## config.mk

```make
export PLATFORM = sky130hd
export DESIGN_NAME = digital_input_scan_control
export DESIGN_NICKNAME = d
export VERILOG_FILES = /design/src/shared/scan_ctrl_pkg.sv /design/src/rtl/digital_input_scan_control.sv /design/src/rtl/interval_timer.sv
export SDC_FILE = /design/constraint.sdc
export NUM_CORES = 1
export LEC_CHECK = 0
export CORE_MARGIN = 1.5
export CORE_UTILIZATION = 50
export CTS_BUF_LIST = sky130_fd_sc_hd__clkbuf_16
export CTS_CLUSTER_DIAMETER = 40
export DETAILED_ROUTE_END_ITERATION = 6
export DONT_BUFFER_PORTS = 1
export SYNTH_ARGS = -nofsm -noshare
export SYNTH_HDL_FRONTEND = slang
export SYNTH_SLANG_ARGS = --single-unit
```

## constraint.sdc

```tcl
create_clock -name clk_i -period 14.3 [get_ports clk_i]
set_clock_uncertainty 0.2 [all_clocks]
set_input_delay 1.43 -clock clk_i [delete_from_list [all_inputs] [get_ports clk_i]]
set_output_delay 1.43 -clock clk_i [all_outputs]
set_load 0.03 [all_outputs]
```

## src/shared/scan_ctrl_pkg.sv

```systemverilog
package scan_ctrl_pkg;

    localparam int ADDR_W = 8;
    localparam int DATA_W = 16;
    localparam int CODE_W = 8;

    // Register offsets on the plain register port
    localparam logic [ADDR_W-1:0] OFS_MUX_CMD = 8'h00;
    localparam logic [ADDR_W-1:0] OFS_MUX_SELECT = 8'h04;
    localparam logic [ADDR_W-1:0] OFS_ADC_CMD = 8'h08;
    localparam logic [ADDR_W-1:0] OFS_TIMER_BUF = 8'h0c;
    localparam logic [ADDR_W-1:0] OFS_DATA = 8'h10;
    localparam logic [ADDR_W-1:0] OFS_DATA_CLEAR = 8'h14;
    localparam logic [ADDR_W-1:0] OFS_STATUS = 8'h18;

    // Function codes, low two bits of a command write
    localparam logic [1:0] FN_BIC = 2'h0;
    localparam logic [1:0] FN_RANDOM = 2'h1;
    localparam logic [1:0] FN_SEQUENTIAL = 2'h2;
    localparam logic [1:0] FN_START = 2'h1;
    localparam logic [1:0] FN_EXT_ENABLE = 2'h2;
    localparam logic [1:0] FN_EXT_LOCK = 2'h3;

    // Status register bit positions
    localparam int ST_END_OF_SCAN = 0;
    localparam int ST_DATA_READY = 1;
    localparam int ST_TIMER_ZERO = 2;
    localparam int ST_UTILITY = 3;
    localparam int ST_SEQ_MODE = 4;
    localparam int ST_BUSY = 5;

    // Timing
    localparam int CLK_PERIOD_NS = 10;
    localparam int US_NS = 1000;
    localparam int US_CYCLES = US_NS / CLK_PERIOD_NS;
    localparam int SETTLE_NS = 20000;
    localparam int SETTLE_CYCLES = (SETTLE_NS + CLK_PERIOD_NS - 1) / CLK_PERIOD_NS;
    localparam int STROBE_NS = 20000;
    localparam int STROBE_CYCLES = STROBE_NS / CLK_PERIOD_NS;
    localparam int US_CNT_W = 7;
    localparam int SLOW_CNT_W = 12;
    localparam logic [US_CNT_W-1:0] US_LAST = US_CNT_W'(US_CYCLES - 1);
    localparam logic [SLOW_CNT_W-1:0] SETTLE_LOAD = SLOW_CNT_W'(SETTLE_CYCLES);
    localparam logic [SLOW_CNT_W-1:0] STROBE_LAST = SLOW_CNT_W'(STROBE_CYCLES - 1);

    // Input card geometry
    localparam int CARD_CHANNELS = 4;
    localparam int CARD_IDX_W = 2;
    localparam logic [CODE_W-1:0] FIRST_CODE = 8'h00;

    typedef enum logic [1:0] {CONV_IDLE, CONV_SETTLE} conv_state_e;

endpackage : scan_ctrl_pkg

```

## src/rtl/digital_input_scan_control.sv

```systemverilog
`timescale 1ns/100ps
// Contract
// - Channel-card command 01 picks random selection, 02 picks sequential.
// - Channel-card command 00 links the block-transfer controller and forces random.
// - Eight-bit select code names channels 1 through 256.
// - Sequential mode gets only the final channel; device generates 1..final.
// - Channel-card sense 00 is true when sequential scan is at final channel.
// - After the final channel the sequence wraps to channel 1.
// - Converter command 01 starts one input under program control.
// - Converter 02 allows external or timer starts; 03 locks them out.
// - Converter sense 00 reports data ready; host polls before reading.
// - Clear-and-input read also clears data ready.
// - Data ready waits 20 us after a new channel selection.
// - Timer takes 16-bit count, decrements each microsecond, pulses at zero.
// - Continuous timer reloads from buffer and restarts at once.
// - Single-cycle timer stops until an external trigger; mode is wired.
// - Converter sense 01 is true once the timer has reached zero.
// - Timer-zero sense clears once a query has seen it true.
// - Converter sense 02 returns the utility input.
// - All data words are read at the converter address, plain or clearing.
// - Converter command 00 links converter to the block-transfer controller.
// - Own card channel selected: card word replaces converter word.
// - Strobe captures external words periodically, or external strobe instead.
module digital_input_scan_control
    import scan_ctrl_pkg::*;
#(
    parameter logic [CODE_W-1:0] CARD_BASE = 8'h00
)
(
    input wire logic clk_i,
    input wire logic reset_i,
    input wire logic wr_i,
    input wire logic rd_i,
    input wire logic [ADDR_W-1:0] addr_i,
    input wire logic [DATA_W-1:0] wr_data_i,
    output logic [DATA_W-1:0] rd_data_o,
    input wire logic [DATA_W-1:0] adc_data_i,
    input wire logic [CARD_CHANNELS*DATA_W-1:0] ext_word_i,
    input wire logic ext_strobe_i,
    input wire logic strobe_ext_sel_i,
    input wire logic ext_start_i,
    input wire logic utility_i,
    input wire logic timer_continuous_i,
    input wire logic timer_trigger_i,
    input wire logic bic_chan_valid_i,
    input wire logic [CODE_W-1:0] bic_chan_i,
    output logic bic_mux_en_o,
    output logic bic_adc_en_o,
    output logic bic_data_valid_o,
    output logic [DATA_W-1:0] bic_data_o,
    output logic card_drive_o,
    output logic timer_pulse_o
);

    ////////////////////////////////////////////////////////////////////////
    // Declarations

    logic seq_mode;
    logic seq_started;
    logic [CODE_W-1:0] final_code;
    logic [CODE_W-1:0] active_chan;
    logic [CODE_W-1:0] next_seq_chan;
    logic [CODE_W-1:0] card_offset;
    logic own_channel;
    logic end_of_scan;
    logic ext_start_en;
    logic [SLOW_CNT_W-1:0] settle_cnt;
    logic [SLOW_CNT_W-1:0] strobe_cnt;
    logic strobe_tick;
    logic capture_strobe;
    logic [DATA_W-1:0] card_regs [CARD_CHANNELS];
    conv_state_e conv_state;
    logic [DATA_W-1:0] data_word;
    logic data_ready;
    logic timer_zero;
    logic timer_pulse;
    logic start_req;
    logic start_take;
    logic conv_done;
    logic mux_cmd_wr;
    logic adc_cmd_wr;
    logic select_wr;
    logic timer_wr;
    logic clear_rd;
    logic status_rd;
    logic random_select;
    logic [CODE_W-1:0] random_code;
    logic [DATA_W-1:0] status_word;
    logic [DATA_W-1:0] next_word;

    ////////////////////////////////////////////////////////////////////////
    // Register port decode

    assign mux_cmd_wr = wr_i && (addr_i == OFS_MUX_CMD);
    assign select_wr = wr_i && (addr_i == OFS_MUX_SELECT);
    assign adc_cmd_wr = wr_i && (addr_i == OFS_ADC_CMD);
    assign timer_wr = wr_i && (addr_i == OFS_TIMER_BUF);
    assign clear_rd = rd_i && (addr_i == OFS_DATA_CLEAR);
    assign status_rd = rd_i && (addr_i == OFS_STATUS);

    ////////////////////////////////////////////////////////////////////////
    // Channel selection mode and controller link

    always_ff @(posedge clk_i or posedge reset_i)
    begin
        if (reset_i)
        begin
            seq_mode <= 1'b0;
            bic_mux_en_o <= 1'b0;
        end
        else if (mux_cmd_wr)
        begin
            case (wr_data_i[1:0])
                FN_BIC:
                begin
                    seq_mode <= 1'b0;
                    bic_mux_en_o <= 1'b1;
                end
                FN_RANDOM:
                begin
                    seq_mode <= 1'b0;
                    bic_mux_en_o <= 1'b0;
                end
                FN_SEQUENTIAL:
                begin
                    seq_mode <= 1'b1;
                    bic_mux_en_o <= 1'b0;
                end
                default:
                begin
                    seq_mode <= seq_mode;
                    bic_mux_en_o <= bic_mux_en_o;
                end
            endcase
        end
    end

    // A select code from the controller counts only while it is linked
    assign random_select = !seq_mode
        && (select_wr || (bic_mux_en_o && bic_chan_valid_i));
    assign random_code = select_wr ? wr_data_i[CODE_W-1:0] : bic_chan_i;

    ////////////////////////////////////////////////////////////////////////
    // Channel counter

    assign next_seq_chan = (!seq_started || active_chan == final_code)
        ? FIRST_CODE : active_chan + 1'b1;

    always_ff @(posedge clk_i or posedge reset_i)
    begin
        if (reset_i)
        begin
            final_code <= FIRST_CODE;
            seq_started <= 1'b0;
        end
        else if (seq_mode && select_wr)
        begin
            final_code <= wr_data_i[CODE_W-1:0];
            seq_started <= 1'b0;
        end
        else if (mux_cmd_wr)
            seq_started <= 1'b0;
        else if (seq_mode && start_take)
            seq_started <= 1'b1;
    end

    // Code 0 is channel 1, code 255 is channel 256
    always_ff @(posedge clk_i or posedge reset_i)
    begin
        if (reset_i)
            active_chan <= FIRST_CODE;
        else if (random_select)
            active_chan <= random_code;
        else if (seq_mode && start_take)
            active_chan <= next_seq_chan;
    end

    assign end_of_scan = seq_mode && seq_started && (active_chan == final_code);

    ////////////////////////////////////////////////////////////////////////
    // Settling time after any channel change

    always_ff @(posedge clk_i or posedge reset_i)
    begin
        if (reset_i)
            settle_cnt <= '0;
        else if (random_select || (seq_mode && start_take))
            settle_cnt <= SETTLE_LOAD;
        else if (settle_cnt != '0)
            settle_cnt <= settle_cnt - 1'b1;
    end

    ////////////////////////////////////////////////////////////////////////
    // Input card storage registers

    always_ff @(posedge clk_i or posedge reset_i)
    begin
        if (reset_i)
            strobe_cnt <= '0;
        else if (strobe_tick)
            strobe_cnt <= '0;
        else
            strobe_cnt <= strobe_cnt + 1'b1;
    end

    assign strobe_tick = (strobe_cnt == STROBE_LAST);
    assign capture_strobe = strobe_ext_sel_i ? ext_strobe_i : strobe_tick;

    // Old contents are read in the same edge as a capture, so a word never tears
    always_ff @(posedge clk_i or posedge reset_i)
    begin
        if (reset_i)
        begin
            for (int i = 0; i < CARD_CHANNELS; i++)
                card_regs[i] <= '0;
        end
        else if (capture_strobe)
        begin
            for (int i = 0; i < CARD_CHANNELS; i++)
                card_regs[i] <= ext_word_i[i*DATA_W +: DATA_W];
        end
    end

    assign card_offset = active_chan - CARD_BASE;
    assign own_channel = (card_offset < CODE_W'(CARD_CHANNELS));
    assign next_word = own_channel
        ? card_regs[card_offset[CARD_IDX_W-1:0]] : adc_data_i;

    ////////////////////////////////////////////////////////////////////////
    // Converter control

    always_ff @(posedge clk_i or posedge reset_i)
    begin
        if (reset_i)
        begin
            ext_start_en <= 1'b0;
            bic_adc_en_o <= 1'b0;
        end
        else if (adc_cmd_wr)
        begin
            case (wr_data_i[1:0])
                FN_BIC:
                    bic_adc_en_o <= 1'b1;
                FN_EXT_ENABLE:
                    ext_start_en <= 1'b1;
                FN_EXT_LOCK:
                    ext_start_en <= 1'b0;
                default:
                    ext_start_en <= ext_start_en;
            endcase
        end
    end

    assign start_req = (adc_cmd_wr && wr_data_i[1:0] == FN_START)
        || (ext_start_en && (ext_start_i || timer_pulse));

    // Starts that arrive while a conversion is pending are dropped
    assign start_take = start_req && (conv_state == CONV_IDLE);
    assign conv_done = (conv_state == CONV_SETTLE) && (settle_cnt == '0);

    always_ff @(posedge clk_i or posedge reset_i)
    begin
        if (reset_i)
            conv_state <= CONV_IDLE;
        else
        begin
            case (conv_state)
                CONV_IDLE:
                    if (start_take)
                        conv_state <= CONV_SETTLE;
                CONV_SETTLE:
                    if (conv_done)
                        conv_state <= CONV_IDLE;
                default:
                    conv_state <= CONV_IDLE;
            endcase
        end
    end

    always_ff @(posedge clk_i or posedge reset_i)
    begin
        if (reset_i)
        begin
            data_word <= '0;
            card_drive_o <= 1'b0;
        end
        else if (conv_done)
        begin
            data_word <= next_word;
            card_drive_o <= own_channel;
        end
    end

    // A finished word raises ready unless the converter is linked, even when a clearing read lands in that cycle
    always_ff @(posedge clk_i or posedge reset_i)
    begin
        if (reset_i)
            data_ready <= 1'b0;
        else if (conv_done && !bic_adc_en_o)
            data_ready <= 1'b1;
        else if (clear_rd)
            data_ready <= 1'b0;
    end

    // Linked to the controller, each word goes out without an input read
    always_ff @(posedge clk_i or posedge reset_i)
    begin
        if (reset_i)
        begin
            bic_data_valid_o <= 1'b0;
            bic_data_o <= '0;
        end
        else
        begin
            bic_data_valid_o <= conv_done && bic_adc_en_o;
            if (conv_done)
                bic_data_o <= next_word;
        end
    end

    ////////////////////////////////////////////////////////////////////////
    // Interval timer

    interval_timer timer_inst (
        .clk_i(clk_i),
        .reset_i(reset_i),
        .load_i(timer_wr),
        .load_value_i(wr_data_i),
        .continuous_i(timer_continuous_i),
        .trigger_i(timer_trigger_i),
        .zero_pulse_o(timer_pulse)
    );

    always_ff @(posedge clk_i or posedge reset_i)
    begin
        if (reset_i)
            timer_pulse_o <= 1'b0;
        else
            timer_pulse_o <= timer_pulse;
    end

    // Set wins over the self-clear from a status read
    always_ff @(posedge clk_i or posedge reset_i)
    begin
        if (reset_i)
            timer_zero <= 1'b0;
        else if (timer_pulse)
            timer_zero <= 1'b1;
        else if (status_rd && timer_zero)
            timer_zero <= 1'b0;
    end

    ////////////////////////////////////////////////////////////////////////
    // Read data

    always_comb
    begin
        status_word = '0;
        status_word[ST_END_OF_SCAN] = end_of_scan;
        status_word[ST_DATA_READY] = data_ready;
        status_word[ST_TIMER_ZERO] = timer_zero;
        status_word[ST_UTILITY] = utility_i;
        status_word[ST_SEQ_MODE] = seq_mode;
        status_word[ST_BUSY] = (conv_state != CONV_IDLE);
    end

    always_ff @(posedge clk_i or posedge reset_i)
    begin
        if (reset_i)
            rd_data_o <= '0;
        else if (rd_i)
        begin
            case (addr_i)
                OFS_DATA:
                    rd_data_o <= data_word;
                OFS_DATA_CLEAR:
                    rd_data_o <= data_word;
                OFS_STATUS:
                    rd_data_o <= status_word;
                OFS_MUX_SELECT:
                    rd_data_o <= {{(DATA_W-CODE_W){1'b0}}, active_chan};
                default:
                    rd_data_o <= '0;
            endcase
        end
        else
            rd_data_o <= '0;
    end

endmodule : digital_input_scan_control

```

## src/rtl/interval_timer.sv

```systemverilog
`timescale 1ns/100ps
module interval_timer
    import scan_ctrl_pkg::*;
(
    input wire logic clk_i,
    input wire logic reset_i,
    input wire logic load_i,
    input wire logic [DATA_W-1:0] load_value_i,
    input wire logic continuous_i,
    input wire logic trigger_i,
    output logic zero_pulse_o
);

    logic [US_CNT_W-1:0] us_cnt;
    logic [DATA_W-1:0] buffer;
    logic [DATA_W-1:0] count;
    logic running;
    logic tick;

    assign tick = (us_cnt == US_LAST);

    // Microsecond time base, realigned on every load
    always_ff @(posedge clk_i or posedge reset_i)
    begin
        if (reset_i)
            us_cnt <= '0;
        else if (load_i || tick)
            us_cnt <= '0;
        else
            us_cnt <= us_cnt + 1'b1;
    end

    always_ff @(posedge clk_i or posedge reset_i)
    begin
        if (reset_i)
            buffer <= '0;
        else if (load_i)
            buffer <= load_value_i;
    end

    always_ff @(posedge clk_i or posedge reset_i)
    begin
        if (reset_i)
        begin
            count <= '0;
            running <= 1'b0;
        end
        else if (load_i)
        begin
            count <= load_value_i;
            running <= (load_value_i != '0);
        end
        else if (!running && !continuous_i && trigger_i && buffer != '0)
        begin
            count <= buffer;
            running <= 1'b1;
        end
        else if (running && tick)
        begin
            if (count == DATA_W'(1))
            begin
                count <= buffer;
                running <= continuous_i;
            end
            else
                count <= count - 1'b1;
        end
    end

    always_ff @(posedge clk_i or posedge reset_i)
    begin
        if (reset_i)
            zero_pulse_o <= 1'b0;
        else
            zero_pulse_o <= running && tick && (count == DATA_W'(1));
    end

endmodule : interval_timer

```

==> run metrics, run 1 <==
outcome=finished, violations left; failing checks=DRC; main combinational cell family by area after synthesis=simple AND/OR/NAND/NOR gates; Layout area overhead=8.35%; Worst-Skew Late Latency=~440 ps; crit path DAT=about 3700 ps; Synth Register Bits=188; Req. time, crit path=roughly 14000 ps; detailed-route vias per instance=roughly 6; crit-path max FO=11; Most used DFF post-synth=dfrtp_1; DP HPWL=15.5 mm; async set-or-reset flop fraction in the synthesized netlist=1.00; Setup crit end kind=register; Slew @ Worst Pin=1090 ps; vias in the first global route=around 6400; # rows=48; post-synth top area cell=dfrtp_1; fin crit period=around 3500 ps; DR DRC count=2; post-synth top area share=0.521; Sink Count=188; GRT Total Usage=0.244; RSZ-0062 raised after global routing=false; # Post-CTS Setup Buffers=0; Post-Synth XOR/XNOR Area=0.0349; layout cell share with drive strength beyond 1=0.0829; total grt overflow=0; clock-pin slew on the worst setup and hold paths=70 ps; Detailed Routing Iterations Pass 1=7; RD Place Congestion=0.871; Max Buffers Root-to-Sink=2; largest net degree at the start of global routing=about 120; Max Slew Vio Count=0; Min Hold Slack=about 260 ps; adder-cell share of the synthesized area=0.0166; switching share of power=0.319; share of total power in combinational logic=0.218; Hold Path Class=register to register; LEAKAGE=0.00432 uW; register area share after synthesis=0.521; Fin Setup TNS=0 ps; worst IR drop on VDD=0.101 mV; Max-cap violations=0; power density of the placed cells=around 150 nW/um^2; DIE AREA=approximately 19000 um^2; fillcell total=about 1500; Post-CTS Hold Buffers=0; register share of total power=0.465; Final period util=0.247; CTS buffer count=17; WL final=between 20 and 25 mm; syn avg cell area=approximately 11 um^2; Synth Area in Simple Gates=0.163; mux cell area share after synthesis=0.154; DRT iter0 DRCs=roughly 470; Starting Density=0.517; initial antenna violation count=1; Clock power frac=0.318; most frequent cell after synthesis=dfrtp_1; PostCTS Resize Cnt=0; die extent in x=~140 um; Final Core Density=0.560; DR WL/cell=21.1 um; Ports=160; Max-Slew Margin vs Limit=0.275; crit path kind=input port to register; final hold vios=0; DR vias=approximately 6300; first-pass GRT wire length=between 30 and 40 mm; Post-Syn Area=roughly 9000 um^2; count of final setup violators=0; synth top area cells=dfrtp_1 52%, mux2_1 8.9%, nand2_1 4.2%, mux4_2 4.0%, mux2i_1 2.4%; CTS root buf=clkbuf_16; Post-synth EDFFs=0; antenna viol nets, final=0; TritonCTS clock tree=yes; number of port buffers=0; Psw=around 470 uW; worst-path cell chain=nor4_2, nand4b_1, a21oi_1, or2_1, o21ai_1, a211o_1; CP startpoint kind=input port; core area=between 15000 and 20000 um^2; Critical Path Slowest Stage Cell=nand4b_1; H-tree levels=4; Synth Instances=a little over 800; Power Internal=approximately 1000 uW; most common library cells after synthesis=188 x dfrtp_1, 101 x nand2_1, 71 x mux2_1; Net count, final=930; Mapped Nets=roughly 950; Max Fclk=between 200 and 300 MHz; compound-gate portion of the synthesized area=0.0845; Yosys cell types=62; Synth Warn #=0; slowest stage delay, CP=about 630 ps; Die Height=around 140 um
==> power by group through the flow <==
| stage | Clock [uW] | Sequential, uW | Combinational (uW) |
|---|---|---|---|
| 3_3_place_gp | 0 | 681 | 311 |
| 3_5_place_dp | 0 | 685 | 318 |
| 2_1_floorplan | 0 | 658 | 275 |
| 5_1_grt | 496 | 689 | 353 |
| 4_1_cts | 474 | 676 | 319 |
| 6_report | 463 | 677 | 317 |
==> path summary, 6_finish.rpt <==
check                      slack (ps)  depth (start not counted)                              to                           start
setup / recovery                10760                          6      active_chan[2]$_DFFE_PP0P_                       addr_i[1]
hold / removal                    260                          1  timer_inst.us_cnt[0]$_DFF_PP0_  timer_inst.us_cnt[0]$_DFF_PP0_
setup reg to reg                11000                          7       card_regs[48]$_DFFE_PP0P_         strobe_cnt[0]$_DFF_PP0_
hold reg to reg                   260                          1  timer_inst.us_cnt[0]$_DFF_PP0_  timer_inst.us_cnt[0]$_DFF_PP0_
max in group asynchronous       11470                          2       settle_cnt[6]$_DFFE_PP0P_                         reset_i
min in group asynchronous         890                          1       card_regs[17]$_DFFE_PP0P_                         reset_i
==> metal layers <==
| metal | GRT usage | part of all wire |
|---|---|---|
| met5 | 0 | 0 |
| met1 | 0.306 | 0.41 |
| met2 | 0.378 | 0.46 |
| met3 | 0.104 | 0.097 |
| met4 | 0.0830 | 0.026 |
==> placed cells by master (no fill, tap or decap), types with 11 or more instances in the layout <==
cell / synthesis / layout
dfrtp_1: 188 / 188
nand2_1: 101 / 101
mux2_1: 71 / 71
nor2_1: 48 / 48
nand3_1: 30 / 30
o21ai_1: 27 / 27
xnor2_1: 25 / 25
mux2i_1: 22 / 22
and3_1: 20 / 20
a21oi_1: 20 / 20
nor4_1: 18 / 18
clkbuf_16: 0 / 17
mux4_2: 16 / 16
nand4_1: 14 / 14
o21ai_0: 13 / 13
inv_1: 14 / 13
ha_1: 12 / 12
xor2_1: 11 / 11
==> final cells by class <==
cell class | count | area (um^2) | share of cell area
clock inverters | 15 | 154 | 0.0157
repair buffers | 7 | 52.6 | 0.00537
clock buffers | 17 | 425 | 0.0435
diodes | 1 | 2.50 | 0.000256
inverters | 14 | 57.6 | 0.00588
multi-input cells | 567 | 4110 | 0.420
flip-flops and latches | 188 | 4700 | 0.481
well taps | 225 | 282 | 0.0288
==> registers in the layout, indices dropped and copies added, names as in the netlist, 7 cells and up <==
signal and count:
timer_inst.us_cnt 7, active_chan 8, rd_data_o 16, timer_inst.count 16
final_code 8, card_regs 64, settle_cnt 12, strobe_cnt 12
bic_data_o 16, timer_inst.buffer 16
==> worst max-delay path: cells and delay by family <==
family | cells | cell delay (ps)
simple gates | 3 | 1460
compound gates | 3 | 760
==> cells by family (layout without fill, tap and decap cells) <==
group	Yosys count	in the layout
adders and majority gates	12	12
buffers and inverters	57	53
other	0	1
xor gates and xnor gates	36	36
muxes	110	110
and+or+nand+nor	291	291
DFF	188	188
AOI/OAI and AO/OA	118	118
==> per-stage QoR <==
stage	instances	worst slack (ps)	area, um^2	total power (uW)
3_5_place_dp	1001	10320	9210	1000
6_report	1034	10760	9790	1460
3_3_place_gp	1001	10440	9210	992
4_1_cts	1033	10790	9790	1470
5_1_grt	1034	10550	9790	1540
2_1_floorplan	812	7560	9030	934
Note: power is estimated with default switching activity, not from simulation.
==> inputs of run 2 (changes only) <==
--- a/config.mk
+++ b/config.mk
@@ -11,6 +11,7 @@
 export CTS_CLUSTER_DIAMETER = 40
 export DETAILED_ROUTE_END_ITERATION = 6
 export DONT_BUFFER_PORTS = 1
+export PLACE_DENSITY = 0.68
 export SYNTH_ARGS = -nofsm -noshare
 export SYNTH_HDL_FRONTEND = slang
 export SYNTH_SLANG_ARGS = --single-unit
==> constraint.sdc (replaced) <==
create_clock -name clk_i -period 2.95 [get_ports clk_i]
set_clock_uncertainty 0.2 [all_clocks]
set_input_delay 0.295 -clock clk_i [delete_from_list [all_inputs] [get_ports clk_i]]
set_output_delay 0.295 -clock clk_i [all_outputs]
set_load 0.03 [all_outputs]
==> run 2 against run 1 <==
The flow now finishes without violations. Die area did not move. Final area up 13%. Worst setup slack worse by 11000 ps. Power rose to 5.1 times the previous value. Core utilization increased by 7.3 points. Clock power increased to 5.2 times the previous value. Critical path depth did not move. Global-route usage increased by 2.4 points. First-iteration DRC count increased by 32%. Via count grew 9.6%.
==> run metrics, run 2 (synthesis gave the netlist of run 1 again) <==
Fin Setup TNS=0 ps (unchanged); final hold vios=0 (unchanged); Non-Filler Instances=1156 (was 1034); Psw=2430 uW (was 465 uW); Max Buffers Root-to-Sink=2 (unchanged); CP top delay family=simple AND/OR/NAND/NOR gates (unchanged); PostCTS Resize Cnt=0 (unchanged); Ports=160 (unchanged); Worst R2R Setup Slack=160 ps (was 11000 ps); CTS buffer count=17 (unchanged); # Post-CTS Setup Buffers=0 (unchanged); Max Fclk=358 MHz; share of total power in combinational logic=0.234 (was 0.218); H-tree levels=4 (unchanged); Starting Density=0.517 (unchanged); worst reg2reg startpoint=timer_inst.count[4]$_DFFE_PP0P_ (was strobe_cnt[0]$_DFF_PP0_); Slew @ Worst Pin=792 ps (was 1090 ps); LEAKAGE=0.00487 uW (was 0.00432 uW); RSZ-0062 raised after global routing=false (unchanged); core area=17500 um^2 (unchanged); # rows=48 (unchanged); Sink Count=188 (unchanged); Worst-Skew Late Latency=440 ps (about the same); worst IR drop on VDD=0.423 mV (was 0.101 mV); Max-cap violations=0 (unchanged); Area after DPL=9360 um^2 (was 9210 um^2); detailed-route vias per instance=5.99 (was 6.11); most frequent cells in the layout=188 x dfrtp_1, 108 x dlygate4sd3_1, 101 x nand2_1 (was 188 x dfrtp_1, 101 x nand2_1, 71 x mux2_1); TritonCTS clock tree=yes (unchanged); fin crit period=~2800 ps; DR vias=6922 (was 6315); DIE AREA=18900 um^2 (unchanged); hold path cells=3 (was 1); crit path kind=register to register (was input port to register); switching share of power=0.328 (was 0.319); clock-pin slew on the worst setup and hold paths=80 ps (was 70 ps); register with the most flip-flops=card_regs (unchanged); RR Endpoint=timer_inst.count[2]$_DFFE_PP0P_ (was card_regs[48]$_DFFE_PP0P_); most common cell after layout, fill and taps aside=dfrtp_1 (unchanged); Die Height=137 um (unchanged); CTS root buf=clkbuf_16 (unchanged); Layout area overhead=22.5% (was 8.35%); Setup crit end kind=register (unchanged); total grt overflow=0 (unchanged); placed cells=1016 (was 1001); worst hold endpoint=active_chan[6]$_DFFE_PP0P_ (was timer_inst.us_cnt[0]$_DFF_PP0_); Critical Path Slowest Stage Cell=or4_1 (was nand4b_1); RD Place Congestion=0.880 (was 0.871); DP HPWL=15.5 mm (about the same); antenna viol nets, final=0 (unchanged); slowest stage delay, CP=770 ps (was 630 ps); worst-path cell chain=or4_1, buf_4, or4_1, a21oi_1, a31oi_1, a31oi_1 (was nor4_2, nand4b_1, a21oi_1, or2_1, o21ai_1, a211o_1); vias in the first global route=7277 (was 6412); Final period util=0.946; die extent in x=137 um (unchanged); Hold Path Class=input port to register (was register to register); DR WL/cell=20.6 um (was 21.1 um); Req. time, crit path=3110 ps (was 14420 ps); first-pass GRT wire length=38.6 mm (was 34.5 mm); power density of the placed cells=670 nW/um^2 (was 149 nW/um^2); number of port buffers=0 (unchanged); WL final=23.8 mm (was 21.8 mm); crit path DAT=2950 ps (was 3650 ps); Worst R2R Path Depth=6 (was 7); Detailed Routing Iterations Pass 1=7 (unchanged); Power Internal=4980 uW (was 992 uW); ANT cells=0 (was 1); DR DRC count=0 (was 2); initial antenna violation count=0 (was 1); Max Slew Vio Count=0 (unchanged); crit-path max FO=10 (was 11); outcome=finished clean (was finished, violations left); hold path startpoint=wr_data_i[6] (was timer_inst.us_cnt[0]$_DFF_PP0_); max reg flops=64 (unchanged); Design Area, Final=11100 um^2 (was 9790 um^2); Net count, final=1053 (was 930); CP startpoint kind=register (was input port); register share of total power=0.444 (was 0.465); largest net degree at the start of global routing=101 (was 117); Buf/Inv on CP=1 (was 0); Clock power frac=0.322 (was 0.318); layout cell share with drive strength beyond 1=0.0892 (was 0.0829); DRT iter0 DRCs=620 (was 468); Max-Slew Margin vs Limit=0.470 (was 0.275); count of final setup violators=0 (unchanged); GRT Total Usage=0.268 (was 0.244)
run 2: through the flow:
stage | power [uW] | setup WS (ps) | utilization | hold slack, ps
after floorplan | 4530 | 34.5 | - | 176
after global placement | 4830 | 264 | 0.535 | 159
after detailed placement | 4900 | 226 | 0.535 | 174
after CTS | 7410 | 205 | 0.633 | 12.1
after global routing | 7780 | 60.1 | 0.633 | 41.4
final | 7410 | 159 | 0.633 | 24.8
run 2: final cells by class:
cell class	instances	area (um^2)
Clock inverter	15	204
Fill cell	1318	6410
Timing Repair Buffer	130	1280
Multi-Input combinational cell	567	4110
Inverter	14	56.3
Tap cell	225	282
Clock buffer	17	425
Sequential cell	188	4700
run 2: worst max-delay path by stage:
stage	startpoint	to	cells after the start
after global routing	timer_inst.count[4]$_DFFE_PP0P_	timer_inst.count[12]$_DFFE_PP0P_	6
after CTS	timer_inst.count[4]$_DFFE_PP0P_	timer_inst.count[12]$_DFFE_PP0P_	6
after detailed placement	timer_inst.count[4]$_DFFE_PP0P_	timer_inst.count[12]$_DFFE_PP0P_	6
after global placement	timer_inst.count[4]$_DFFE_PP0P_	timer_inst.count[2]$_DFFE_PP0P_	6
after floorplan	reset_i	active_chan[0]$_DFFE_PP0P_	1
final	timer_inst.count[4]$_DFFE_PP0P_	timer_inst.count[2]$_DFFE_PP0P_	6
run 2: power by group through the flow:
stage                     clock network, uW  registers, uW  logic [uW]
after floorplan                           0           3190        1340
after global placement                    0           3300        1530
after detailed placement                  0           3320        1580
after CTS                              2420           3270        1720
after global routing                   2540           3340        1910
final                                  2390           3290        1730
run 2: timing repair:
item                                    in CTS  in global routing
hold buffers                               108                  0
hold endpoints to repair                   337                  0
endpoints found under the setup margin       0                  0
run 2: routing by layer:
layer / vias up / global-route usage / share of wire
met5: - / 0 / 0
met4: 0 / 0.0883 / 0.021
met3: 42 / 0.0773 / 0.071
met2: 250 / 0.448 / 0.50
met1: 3475 / 0.336 / 0.41
li1: 3155 / - / -
run 2: worst min-delay path, cell delays in order:
cell	delay (ps)
a21oi_1	50
o22ai_1	160
a211o_1	130
